### config.mk
export PLATFORM = sky130hd
export DESIGN_NAME = udc_mode_datapath
export DESIGN_NICKNAME = d
export VERILOG_FILES = /design/src/verilog/udc_pkg.sv /design/src/verilog/udc_mode_datapath.sv
export SDC_FILE = /design/constraint.sdc
export NUM_CORES = 2
export LEC_CHECK = 0
export ABC_AREA = 0
export BUFFER_PORTS_ARGS = -buffer_cell sky130_fd_sc_hd__clkbuf_2
export CAP_MARGIN = 25
export CORE_MARGIN = 5
export CORE_UTILIZATION = 35
export CTS_CLUSTER_SIZE = 8
export DETAILED_ROUTE_END_ITERATION = 12
export SLEW_MARGIN = 20
export SYNTH_ARGS = -nofsm -noshare
export SYNTH_HDL_FRONTEND = slang
export SYNTH_SLANG_ARGS = --single-unit
### constraint.sdc
create_clock -name aclk -period 42.2 [get_ports aclk]
set_input_delay 4.22 -clock aclk [delete_from_list [all_inputs] [get_ports aclk]]
set_output_delay 4.22 -clock aclk [all_outputs]
set_load 0.03 [all_outputs]
### src/verilog/udc_pkg.sv
// Shared constants and types for the upconverter mode and datapath block
package udc_pkg;
   // Register byte offsets
   localparam logic [7:0] OFS_CTRL = 8'h00;
   localparam logic [7:0] OFS_FTW = 8'h04;
   localparam logic [7:0] OFS_ASF = 8'h08;
   localparam logic [7:0] OFS_STEP = 8'h0C;
   localparam logic [7:0] OFS_UPD = 8'h10;
   localparam logic [7:0] OFS_STAT = 8'h14;
   localparam logic [7:0] OFS_AMP = 8'h18;
   // Widths of the datapath
   localparam int PAR_W = 18;
   localparam int SER_W = 16;
   localparam int DAC_W = 14;
   localparam int ASF_W = 14;
   localparam int FTW_W = 32;
   localparam int STEP_W = 16;
   localparam int CTL_W = 6;
   // Part-selects of products and phase
   localparam int MOD_MSB = 31;
   localparam int MOD_LSB = 14;
   localparam int DAC_MSB = 31;
   localparam int DAC_LSB = 18;
   localparam int PH_MSB = 31;
   localparam int PH_LSB = 26;
   // Smoothing shifts: a larger one-pole shift makes dual serial smoother
   localparam int SMOOTH_NORM = 1;
   localparam int SMOOTH_DUAL = 3;
   // Reset values and counts
   localparam logic [ASF_W-1:0] RST_ASF = 14'h3FFF;
   localparam logic [STEP_W-1:0] RST_STEP = 16'h0001;
   localparam logic [3:0] SER_LAST = 4'hF;
   localparam logic [5:0] PH_QUARTER = 6'h10;
   // Bus answers
   localparam logic [1:0] RESP_OKAY = 2'b00;
   localparam logic [1:0] RESP_SLVERR = 2'b10;
   // Operating modes, Gray coded
   typedef enum logic [1:0] {
      UDC_QUAD = 2'b00,
      UDC_INTERP = 2'b01,
      UDC_TONE = 2'b11
   } udc_mode_e;
   // Control word: mode [5:4], dual [3], inv sinc [2], sine sel [1], keying en [0]
   typedef struct packed {
      udc_mode_e mode;
      logic dual;
      logic inv_sinc;
      logic sine_sel;
      logic osk_en;
   } udc_ctl_s;
   // First quarter of a sine, 16 points, full scale 8191
   localparam logic [13:0] SIN_TBL [16] = '{
      14'h0000, 14'h0323, 14'h063E, 14'h094A, 14'h0C3F, 14'h0F15, 14'h11C7, 14'h144C,
      14'h16A0, 14'h18BC, 14'h1A9B, 14'h1C38, 14'h1D90, 14'h1E9F, 14'h1F63, 14'h1FD9};
endpackage

### src/verilog/udc_mode_datapath.sv
// Mode control and datapath of the quadrature upconverter, with AXI4-Lite registers
//
// The implementer's own choices: the placing of the registers and register access over AXI4-Lite.
`timescale 1ns/100ps
module udc_mode_datapath (
   // Clock, reset, enable
   input wire logic aclk,
   input wire logic aresetn,
   input wire logic ce,
   // AXI4-Lite write
   input wire logic [7:0] awaddr,
   input wire logic awvalid,
   output logic awready,
   input wire logic [31:0] wdata,
   input wire logic [3:0] wstrb,
   input wire logic wvalid,
   output logic wready,
   output logic [1:0] bresp,
   output logic bvalid,
   input wire logic bready,
   // AXI4-Lite read
   input wire logic [7:0] araddr,
   input wire logic arvalid,
   output logic arready,
   output logic [31:0] rdata,
   output logic [1:0] rresp,
   output logic rvalid,
   input wire logic rready,
   // Baseband data port
   input wire logic port_data_clock,
   input wire logic tx_enable,
   input wire logic [udc_pkg::PAR_W-1:0] par_data,
   input wire logic ser_i_bit,
   input wire logic ser_q_bit,
   input wire logic upd_strobe,
   input wire logic keying,
   // Converter word
   output logic [udc_pkg::DAC_W-1:0] dac_word
);
   import udc_pkg::*;

   typedef struct packed {
      logic [2:0] port_data_clock_sy;
      logic [1:0] txen_sy;
      logic [1:0] upd_sy;
      logic [1:0] seri_sy;
      logic [1:0] serq_sy;
      logic [1:0] key_sy;
      logic [PAR_W-1:0] data_s1;
      logic [PAR_W-1:0] data_s2;
      logic txen_d;
      udc_ctl_s ctl_buf;
      udc_ctl_s ctl_act;
      logic [FTW_W-1:0] ftw_buf;
      logic [FTW_W-1:0] ftw_act;
      logic [ASF_W-1:0] asf_buf;
      logic [ASF_W-1:0] asf_act;
      logic [STEP_W-1:0] step_buf;
      logic [STEP_W-1:0] step_act;
      logic word_is_q;
      logic [PAR_W-1:0] i_hold;
      logic [PAR_W-1:0] held_i;
      logic [PAR_W-1:0] held_q;
      logic [PAR_W-1:0] filt_i;
      logic [PAR_W-1:0] filt_q;
      logic [3:0] bit_cnt;
      logic [SER_W-1:0] sh_i;
      logic [SER_W-1:0] sh_q;
      logic [FTW_W-1:0] phase;
      logic [ASF_W-1:0] amp;
      logic [STEP_W-1:0] tick;
      logic [PAR_W-1:0] x1;
      logic [PAR_W-1:0] x2;
      logic [DAC_W-1:0] dac;
      logic aw_got;
      logic w_got;
      logic [7:0] awaddr_q;
      logic [31:0] wdata_q;
      logic [3:0] wstrb_q;
      logic awready;
      logic wready;
      logic bvalid;
      logic [1:0] bresp;
      logic arready;
      logic rvalid;
      logic [31:0] rdata;
      logic [1:0] rresp;
   } udc_st_s;

   udc_st_s st_ff;
   udc_st_s nxt_st;
   logic pd_edge;
   logic txen_rise;
   logic do_upd;
   logic restart;
   logic [31:0] merged;
   logic [ASF_W-1:0] scale;
   logic signed [14:0] cos_w;
   logic signed [14:0] sin_w;
   logic signed [32:0] prod_i;
   logic signed [32:0] prod_q;
   logic signed [33:0] mod_sum;
   logic signed [PAR_W-1:0] sig;
   logic signed [19:0] isinc;
   logic signed [PAR_W-1:0] post;
   logic signed [32:0] scaled;
   logic signed [PAR_W:0] diff_i;
   logic signed [PAR_W:0] diff_q;
   int smooth;

   // Merge write data into an old word by byte lane
   function automatic logic [31:0] lane_merge(input logic [31:0] old, input logic [31:0] nw,
                                              input logic [3:0] strb);
      logic [31:0] res;
      res = old;
      for (int b = 0; b < 4; b++) begin
         if (strb[b]) begin
            res[b*8 +: 8] = nw[b*8 +: 8];
         end
      end
      return res;
   endfunction

   // Sine from six phase bits by quarter-wave folding
   function automatic logic signed [14:0] wave(input logic [5:0] ph);
      logic [3:0] idx;
      logic [14:0] mag;
      idx = ph[4] ? ~ph[3:0] : ph[3:0];
      mag = {1'b0, SIN_TBL[idx]};
      return ph[5] ? $signed(-mag) : $signed(mag);
   endfunction

   // Register read mux; reserved bits and unmapped words read zero
   function automatic logic [31:0] reg_read(input udc_st_s s, input logic [7:0] a);
      case (a)
         OFS_CTRL: reg_read = 32'(s.ctl_buf);
         OFS_FTW: reg_read = s.ftw_buf;
         OFS_ASF: reg_read = 32'(s.asf_buf);
         OFS_STEP: reg_read = 32'(s.step_buf);
         OFS_STAT: reg_read = 32'({s.word_is_q, s.ctl_act});
         OFS_AMP: reg_read = 32'(s.amp);
         default: reg_read = 32'h0000_0000;
      endcase
   endfunction

   // Whole next state in one place
   always_comb begin
      nxt_st = st_ff;
      merged = 32'h0000_0000;
      do_upd = 1'b0;
      restart = 1'b0;
      // Two-stage synchronisers; stage one feeds stage two only
      nxt_st.port_data_clock_sy = {st_ff.port_data_clock_sy[1:0], port_data_clock};
      nxt_st.txen_sy = {st_ff.txen_sy[0], tx_enable};
      nxt_st.upd_sy = {st_ff.upd_sy[0], upd_strobe};
      nxt_st.seri_sy = {st_ff.seri_sy[0], ser_i_bit};
      nxt_st.serq_sy = {st_ff.serq_sy[0], ser_q_bit};
      nxt_st.key_sy = {st_ff.key_sy[0], keying};
      nxt_st.data_s1 = par_data;
      nxt_st.data_s2 = st_ff.data_s1;
      pd_edge = st_ff.port_data_clock_sy[1] & ~st_ff.port_data_clock_sy[2];
      txen_rise = st_ff.txen_sy[1] & ~st_ff.txen_d;
      if (pd_edge) begin
         nxt_st.txen_d = st_ff.txen_sy[1];
      end

      // Write channel: address and data taken in either order
      if (st_ff.awready && awvalid) begin
         nxt_st.aw_got = 1'b1;
         nxt_st.awaddr_q = awaddr;
      end
      if (st_ff.wready && wvalid) begin
         nxt_st.w_got = 1'b1;
         nxt_st.wdata_q = wdata;
         nxt_st.wstrb_q = wstrb;
      end
      if (st_ff.bvalid && bready) begin
         nxt_st.bvalid = 1'b0;
      end
      if (nxt_st.aw_got && nxt_st.w_got && !st_ff.bvalid) begin
         nxt_st.aw_got = 1'b0;
         nxt_st.w_got = 1'b0;
         nxt_st.bvalid = 1'b1;
         nxt_st.bresp = RESP_OKAY;
         merged = lane_merge(reg_read(st_ff, nxt_st.awaddr_q), nxt_st.wdata_q, nxt_st.wstrb_q);
         case (nxt_st.awaddr_q)
            OFS_CTRL: nxt_st.ctl_buf = udc_ctl_s'(merged[CTL_W-1:0]);
            OFS_FTW: nxt_st.ftw_buf = merged;
            OFS_ASF: nxt_st.asf_buf = merged[ASF_W-1:0];
            OFS_STEP: nxt_st.step_buf = merged[STEP_W-1:0];
            OFS_UPD: do_upd = nxt_st.wstrb_q[0] & nxt_st.wdata_q[0];
            OFS_STAT, OFS_AMP: nxt_st.bresp = RESP_OKAY;
            default: nxt_st.bresp = RESP_SLVERR;
         endcase
      end
      nxt_st.awready = !nxt_st.aw_got && !nxt_st.bvalid;
      nxt_st.wready = !nxt_st.w_got && !nxt_st.bvalid;

      // Read channel: one read in flight, answer the cycle after the address
      if (st_ff.rvalid && rready) begin
         nxt_st.rvalid = 1'b0;
      end
      if (st_ff.arready && arvalid) begin
         nxt_st.rvalid = 1'b1;
         nxt_st.rdata = reg_read(st_ff, araddr);
         nxt_st.rresp = (araddr <= OFS_AMP && araddr[1:0] == 2'b00) ? RESP_OKAY : RESP_SLVERR;
      end
      nxt_st.arready = !nxt_st.rvalid;

      // Transfer strobe, sampled at the port clock edge it is timed to
      do_upd = do_upd | (pd_edge & st_ff.upd_sy[1]);
      if (do_upd) begin
         nxt_st.ctl_act = st_ff.ctl_buf;
         nxt_st.ftw_act = st_ff.ftw_buf;
         nxt_st.asf_act = st_ff.asf_buf;
         nxt_st.step_act = st_ff.step_buf;
         restart = (st_ff.ctl_buf.mode != st_ff.ctl_act.mode) ||
                   (st_ff.ctl_buf.dual != st_ff.ctl_act.dual);
      end

      // Word capture; a new burst or a mode change starts at the I word
      if (restart) begin
         nxt_st.word_is_q = 1'b0;
         nxt_st.bit_cnt = 4'h0;
         nxt_st.held_i = '0;
         nxt_st.held_q = '0;
      end else if (pd_edge && st_ff.txen_sy[1]) begin
         if (txen_rise) begin
            nxt_st.word_is_q = 1'b0;
            nxt_st.bit_cnt = 4'h0;
         end
         case (st_ff.ctl_act.mode)
            UDC_QUAD: begin
               if (st_ff.ctl_act.dual) begin
                  // Serial frames, MSB first, one bit per port clock edge
                  nxt_st.sh_i = {st_ff.sh_i[SER_W-2:0], st_ff.seri_sy[1]};
                  nxt_st.sh_q = {st_ff.sh_q[SER_W-2:0], st_ff.serq_sy[1]};
                  nxt_st.bit_cnt = nxt_st.bit_cnt + 4'h1;
                  if (nxt_st.bit_cnt == 4'h0) begin
                     nxt_st.held_i = {nxt_st.sh_i, 2'b00};
                     nxt_st.held_q = {nxt_st.sh_q, 2'b00};
                  end
               end else if (!nxt_st.word_is_q) begin
                  nxt_st.i_hold = st_ff.data_s2;
                  nxt_st.word_is_q = 1'b1;
               end else begin
                  nxt_st.held_i = st_ff.i_hold;
                  nxt_st.held_q = st_ff.data_s2;
                  nxt_st.word_is_q = 1'b0;
               end
            end
            UDC_INTERP: begin
               nxt_st.held_i = st_ff.data_s2;
               nxt_st.held_q = '0;
            end
            default: begin
               nxt_st.held_i = '0;
               nxt_st.held_q = '0;
            end
         endcase
      end

      // Held samples repeat each captured input word until the next capture;
      // one-pole smoothing suppresses images, stronger in dual serial
      smooth = st_ff.ctl_act.dual ? SMOOTH_DUAL : SMOOTH_NORM;
      diff_i = 19'($signed(nxt_st.held_i)) - 19'($signed(st_ff.filt_i));
      diff_q = 19'($signed(nxt_st.held_q)) - 19'($signed(st_ff.filt_q));
      nxt_st.filt_i = 18'($signed(st_ff.filt_i) + 18'(diff_i >>> smooth));
      nxt_st.filt_q = 18'($signed(st_ff.filt_q) + 18'(diff_q >>> smooth));
      if (st_ff.ctl_act.mode != UDC_QUAD) begin
         nxt_st.filt_q = '0;
      end
      if (st_ff.ctl_act.mode == UDC_TONE) begin
         nxt_st.filt_i = '0;
      end

      // Synthesizer runs except in interpolating mode
      if (st_ff.ctl_act.mode == UDC_INTERP) begin
         nxt_st.phase = '0;
      end else begin
         nxt_st.phase = st_ff.phase + st_ff.ftw_act;
      end
      sin_w = wave(st_ff.phase[PH_MSB:PH_LSB]);
      cos_w = wave(st_ff.phase[PH_MSB:PH_LSB] + PH_QUARTER);

      // Modulator and mode routing
      prod_i = $signed(st_ff.filt_i) * cos_w;
      prod_q = $signed(st_ff.filt_q) * sin_w;
      mod_sum = 34'(prod_i) + 34'(prod_q);
      case (st_ff.ctl_act.mode)
         UDC_QUAD: sig = mod_sum[MOD_MSB:MOD_LSB];
         UDC_INTERP: sig = $signed(st_ff.filt_i);
         UDC_TONE: sig = st_ff.ctl_act.sine_sel ? $signed({sin_w, 3'b000}) :
                                                  $signed({cos_w, 3'b000});
         default: sig = '0;
      endcase

      // Three-tap inverse sinc, bypassed with equal latency
      nxt_st.x1 = sig;
      nxt_st.x2 = st_ff.x1;
      isinc = 20'($signed(st_ff.x1)) + 20'($signed(st_ff.x1) >>> 3) - 20'(sig >>> 4) -
              20'($signed(st_ff.x2) >>> 4);
      post = st_ff.ctl_act.inv_sinc ? isinc[PAR_W-1:0] : $signed(st_ff.x1);

      // Output keying ramps one step per programmed interval
      if (st_ff.ctl_act.mode == UDC_TONE && st_ff.ctl_act.osk_en) begin
         nxt_st.tick = st_ff.tick + 16'h0001;
         if (st_ff.tick >= st_ff.step_act) begin
            nxt_st.tick = '0;
            if (st_ff.amp > st_ff.asf_act) begin
               nxt_st.amp = st_ff.asf_act;
            end else if (st_ff.key_sy[1] && st_ff.amp < st_ff.asf_act) begin
               nxt_st.amp = st_ff.amp + 14'h0001;
            end else if (!st_ff.key_sy[1] && st_ff.amp != '0) begin
               nxt_st.amp = st_ff.amp - 14'h0001;
            end
         end
      end else begin
         nxt_st.tick = '0;
         nxt_st.amp = st_ff.asf_act;
      end

      // Output scaling multiplier to the converter word
      scale = (st_ff.ctl_act.mode == UDC_TONE && st_ff.ctl_act.osk_en) ? st_ff.amp :
                                                                      st_ff.asf_act;
      scaled = post * $signed({1'b0, scale});
      nxt_st.dac = scaled[DAC_MSB:DAC_LSB];
   end

   // Synchronous reset; low enable freezes every bit of state
   always_ff @(posedge aclk) begin
      if (!aresetn) begin
         st_ff <= '0;
         st_ff.asf_buf <= RST_ASF;
         st_ff.asf_act <= RST_ASF;
         st_ff.step_buf <= RST_STEP;
         st_ff.step_act <= RST_STEP;
         st_ff.amp <= RST_ASF;
      end else if (ce) begin
         st_ff <= nxt_st;
      end
   end

   // Outputs come straight from state
   assign awready = st_ff.awready;
   assign wready = st_ff.wready;
   assign bresp = st_ff.bresp;
   assign bvalid = st_ff.bvalid;
   assign arready = st_ff.arready;
   assign rdata = st_ff.rdata;
   assign rresp = st_ff.rresp;
   assign rvalid = st_ff.rvalid;
   assign dac_word = st_ff.dac;
endmodule

==> Word level (Yosys, flattened, before mapping) <==
Memories as Yosys holds them, arrays and structs flattened.
Cells that the tools add are included.
{ "word_totals": {"reg_bits": 512, "mem_bits_ro": 448, "mem_count": 2} }
{ "op_classes": {"addsub": 16, "mul": 3, "magnitude_cmp": 6, "eq_ne": 19, "n_shift": 2, "mux": 62, "bitwise_logic": 14, "reduce_logical": 44} }
{ "memory_table": {"columns": ["memory", "words", "width", "rd", "rd_ports_with_merged_regs", "write_ports", "line_no", "source"], "rows": [
  ["(no name shown)", 16, 14, 1, 0, 0, "udc_mode_datapath.sv:129", "mag = {1'b0, SIN_TBL[idx]};"],
  ["(no name shown)", 16, 14, 1, 0, 0, "udc_mode_datapath.sv:129", null]
]} }
{ "op_table": {"columns": ["operator", "count"], "rows": [
  ["36-bit 2-to-1 mux", 8],
  ["32-bit one-hot mux with 6 select lines", 1],
  ["14-bit 2-to-1 mux", 8],
  ["18-bit by 15-bit multiplier with 32-bit output", 3],
  ["32-bit one-hot mux with 3 select lines", 1],
  ["18-bit 2-to-1 mux", 5],
  ["36-bit one-hot mux with 2 select lines", 1],
  ["32-bit adder", 2],
  ["30-bit 2-to-1 mux", 2],
  ["55-bit 2-to-1 mux", 1],
  ["18-bit one-hot mux with 3 select lines", 1],
  ["8-bit by 5-bit == test with 1-bit output, second input constant", 5],
  ["8-bit 2-to-1 mux", 5],
  ["19-bit 2-to-1 mux", 2],
  ["19-bit by 2-bit >>> shifter with 18-bit output", 2],
  ["18-bit by 18-bit subtractor with 19-bit output", 2],
  ["18-bit adder", 2],
  ["18-bit by 14-bit subtractor with 18-bit output", 2],
  ["35-bit 2-to-1 mux", 1],
  ["8-bit by 4-bit == test with 1-bit output, second input constant", 4],
  ["32-bit 2-to-1 mux", 1],
  ["15-bit 2-to-1 mux", 2],
  ["14-bit negation with 15-bit output", 2],
  ["4-bit 2-to-1 mux", 6],
  ["other kinds (41)", 97]
]} }

==> Logic depth before layout (Yosys ltp) <==
{ "logic_depth": {"ltp_word": 19, "ltp_mapped": 77, "ltp_nobuf": 75} }

==> Worst setup path after synthesis <==
Ideal clock, no wire load.
{ "synth_path": {"path_type": "reg-to-reg", "startpoint": "register st_ff[197] (netlist bit)", "endpoint": "register st_ff (netlist bit dac_word[13])", "setup_ps": 127, "t_arrival_ps": 18015, "t_required_ps": 42073, "slack_ps": 24058, "stages_incl_launch_ff": 75, "synth_period_minus_slack_ps": 18142, "cell_sequence": "dfxtp_1 -> buf_6 -> buf_2 -> xnor2_1 -> inv_1 -> ha_1 -> inv_1 -> a21oi_1 -> o311ai_0 -> nand2_1 -> ha_1 -> o211a_1 -> a21oi_1 -> xor2_1 -> clkbuf_1 -> nand2_1 -> fa_1 -> fa_1 -> (+39 left out) -> fa_1 -> fa_1 -> fa_1 -> inv_1 -> fa_1 -> inv_1 -> ha_1 -> a21o_1 -> a21oi_1 -> o21ai_0 -> a31oi_1 -> o21ai_1 -> a21oi_1 -> o21ai_1 -> o41ai_1 -> xnor2_1 -> xnor2_1 -> o21ai_0"} }
{ "synth_between": {"elab_chain_cells": 15, "word_cells_on_any_way": 24, "cone_classes": "add/sub: 6; mul: 3; mux: 11; bitwise: 2; memory: 2"} }
{ "synth_lines": {"columns": ["element", "line_no", "source"], "rows": [
  ["start: declaration", "udc_mode_datapath.sv:90", "udc_st_s st_ff;"],
  ["start signal: assignment", "udc_mode_datapath.sv:340", "st_ff <= nxt_st;"],
  ["6-bit by 5-bit adder with 6-bit output", "udc_mode_datapath.sv:284", "cos_w = wave(st_ff.phase[PH_MSB:PH_LSB] + PH_QUARTER);"],
  ["4-bit 2-to-1 mux", "udc_mode_datapath.sv:128", "idx = ph[4] ? ~ph[3:0] : ph[3:0];"],
  ["4-bit inverter with 5-bit output (not written as such)", "udc_mode_datapath.sv:129", null],
  ["memory read 16 x 14 bit", null, null],
  ["14-bit 2-to-1 mux (not written as such) (2 in series)", "udc_mode_datapath.sv:129", null],
  ["14-bit negation with 15-bit output", "udc_mode_datapath.sv:130", "return ph[5] ? $signed(-mag) : $signed(mag);"],
  ["15-bit 2-to-1 mux", "udc_mode_datapath.sv:130", null],
  ["18-bit by 15-bit multiplier with 32-bit output", "udc_mode_datapath.sv:287", "prod_i = $signed(st_ff.filt_i) * cos_w;"],
  ["32-bit adder", "udc_mode_datapath.sv:289", "mod_sum = 34'(prod_i) + 34'(prod_q);"],
  ["18-bit one-hot mux with 3 select lines *", "udc_mode_datapath.sv:290", "case (st_ff.ctl_act.mode)"],
  ["18-bit by 14-bit subtractor with 18-bit output * (2 in series)", "udc_mode_datapath.sv:301", "isinc = 20'($signed(st_ff.x1)) + 20'($signed(st_ff.x1) >>> 3) - 20'(sig >>> 4) -"],
  ["18-bit 2-to-1 mux *", "udc_mode_datapath.sv:303", "post = st_ff.ctl_act.inv_sinc ? isinc[PAR_W-1:0] : $signed(st_ff.x1);"],
  ["18-bit by 15-bit multiplier with 32-bit output *", "udc_mode_datapath.sv:326", "scaled = post * $signed({1'b0, scale});"]
]} }
Every way passes the cells marked *; elsewhere a longest branch is shown, timed or not. The select of a mux whose other input is x is not followed.
A chain may end at the register's enable or synchronous reset.

==> Worst setup path after layout <==
Ends and elaborated chain as after synthesis.

==> flow_summary_export.csv <==
group,metric,value,unit
setup_path,cp_top_family,"adder cells",
floorplanning,ioPinCount,139,
clock_tree,cts_buffers,73,
route,drc,0,
timing,final.min_clock_period,20140,ps
global_route,grt.busiest_layer,"met2",
synth,synthArstFlopShare,0,%
clock_tree,cts_tree,"yes",
finish,drive_above_1_share,6.79,%
clock_tree,clockBufferDepth,3,
timing,fin_skew,38.5,ps
placed_design,post-place-cells,8999,
clock_tree,root_buffer,"clkbuf_16",
synth,synth_edf_count,0,
setup_path,startpoint_type,"register",
setup_path,path_max_fanout,25,
clock_tree,cts_resized,0,
global_route,met3_usage,2.77,%
route,drtIter0Drc,3381,
placed_design,portBuffers,136,
timing,tns,0,ps
synth,postSynthCellCount,6909,
global_route,antenna_found_initial,2,
placed_design,dpl.hpwl,136000,um
synth,synth-seq-cells,504,
clock_tree,htreeDepth,3,
finish,antenna_cells,0,
outcome,status,"completed",
global_route,grt_pass1_vias,49323,
min_path,hp-class,"reg2reg",
clock_tree,clk_pin_slew,60,ps
setup_path,crit_arrival,20710,ps
timing,hold_viol_final,0,
global_route,gr-usage-met2,34.0,%
finish,fin_util,38.1,%
floorplanning,dieArea,176000,um2
timing,worstMarginPinSlew,1140,ps
global_route,met1_usage,26.1,%
setup_path,worst_path_most_repeated_cell,"fa_1",
synth,synth_flop_cell,"dfxtp_1",
global_route,grt_max_degree,112,
clock_tree,insertion_delay,680,ps
timing,maxSlewViolCount,0,
synth,synth_seq_area_share,17.2,%
floorplanning,fp-row-count,150,
route,num_vias,47852,
route,wirelength,176000,um
setup_path,slowest_stage,"xnor2_1",
placed_design,placed_area,61600,um2
clock_tree,cts.sinks,504,
global_route,grt-ovfl-total,0,
synth,post_synth_num_cell_types,107,
timing,timing.fmax,49.6,MHz
synth,synth_top_area_share,28.7,%
clock_tree,post-cts-setup-buffer-count,0,
timing,timing.final.crit_share,47.7,%
finish,fin_nets,8173,
route,viasPerCell,5.27,
finish,fin_area,63600,um2
setup_path,cp_num_buf_inv,12,
timing,setup_viol,0,
global_route,grt_use_total,20.0,%
finish,finalNonFillerCells,9085,
synth,ys_top_cells_by_area,"fa_1 (29%), dfxtp_1 (17%), ha_1 (8.0%)",
floorplanning,die_height,420,um
global_route,grt_pass1_wl,279000,um
setup_path,end_kind,"register",
route,ant_nets,0,
timing,slew_headroom,23.2,%
synth,synth_top_cell_by_area,"fa_1",
setup_path,worstSetupPathType,"reg2reg",
synth,synth.cell_area,58700,um2
synth,synth_area_per_cell,8.49,um2
floorplanning,die_x,420,um
setup_path,required,42760,ps
placed_design,place_congestion,0.943,
finish,synthToLayoutAreaGrowth,8.44,%
route,wire_per_inst,19.3,um
timing,rsz0062_at_grt,"false",
floorplanning,start_util,35.1,%
setup_path,max_stage_delay,750,ps
floorplanning,core-area,167000,um2
route,first_pass_iters,6,
flow_run,max_cap_viol_count,0,
clock_tree,postCtsHoldBufs,0,
synth,ys_warn_count,0,
cell usage in the layout (no fill, tap or decap), drive strengths merged, types with 15 or more instances in the layout:
cell	n
a211oi	28
a21o	80
a21oi	372
a22o	30
a22oi	53
a311oi	20
a31oi	30
and2	234
and3	40
buf	129
clkbuf	211
dfxtp	504
fa	841
ha	377
inv	977
mux2	18
mux2i	233
nand2	919
nand2b	43
nand3	100
nand4	18
nor2	674
nor2b	34
nor3	75
o211ai	50
o21a	22
o21ai	227
o221ai	28
o22ai	58
o31ai	15
or2	21
or3b	17
xnor2	140
xor2	68
flip-flops by register name, summed over array words and instances, names as in the netlist:
signal and count:
st_ff 408, nxt_st 43, rdata 32, dac_word 14, arready 1, awready 1, bresp 1, bvalid 1
rresp 1, rvalid 1, wready 1
synth_stat cells, types with 73 or more instances:
library cell    n
xnor2_1       139
nand3_1        99
fa_1          841
ha_1          377
and2_1        232
nor3_1         73
nor2_1        673
clkbuf_1      292
a21oi_1       368
dfxtp_1       504
nand2_1       917
inv_1         974
mux2i_1       233
a21o_1         80
o21ai_0       205
through the flow:
step	hold WS (ps)	worst slack (ps)
after floorplan	426	24060
after global placement	440	22400
after detailed placement	446	22080
after CTS	453	22030
after global routing	465	20690
final	450	22060
final timing paths:
path	startpoint	endpoint	slack, ps	depth (start not counted)
worst max-delay path	st_ff[197]$_SDFFE_PN0P_	dac_word[13]$_SDFFE_PN0P_	22060	70
worst min-delay path	st_ff[51]$_SDFFE_PN0P_	st_ff[51]$_SDFFE_PN0P_	450	2
worst max register to register	st_ff[197]$_SDFFE_PN0P_	dac_word[13]$_SDFFE_PN0P_	22060	70
worst min register to register	st_ff[51]$_SDFFE_PN0P_	st_ff[51]$_SDFFE_PN0P_	450	2
tightest hold or removal path: cells and delay by family (launching register included):
kind	cells	cell delay [ps]
AO/OA/AOI/OAI	1	50
AND/OR/NAND/NOR	1	50
flip-flops	1	300
routing by layer:
layer  up-vias  part of all wire, %
li1      22166                    -
met1     23914                   42
met2      1474                   48
met3       296                  6.0
met4         2                  3.4
met5         -               0.0074
logic make-up after synthesis:
group,count (synthesis),share of synthesized area (%)
AO/OA/AOI/OAI,1147,12.7
XOR/XNOR,208,3.13
adder cells (fa/ha/maj),1219,36.7
buffers and inverters,1353,9.05
flip-flops,504,17.2
multiplexers,253,4.40
other,1,0.00639
AND/OR/NAND/NOR,2224,16.8
final cells by class:
cell class,instances,area [um2]
fillers,17020,103000
clock inverters,8,195
flip-flops and latches,504,10100
well taps,2204,2760
inverters,976,3670
repair buffers,263,1690
clock buffers,77,1840
multi-input cells,5053,43400
Power is left out: the tool's default activity adds up to more than one toggle a clock period on the data nets, which glitch-free logic cannot reach.
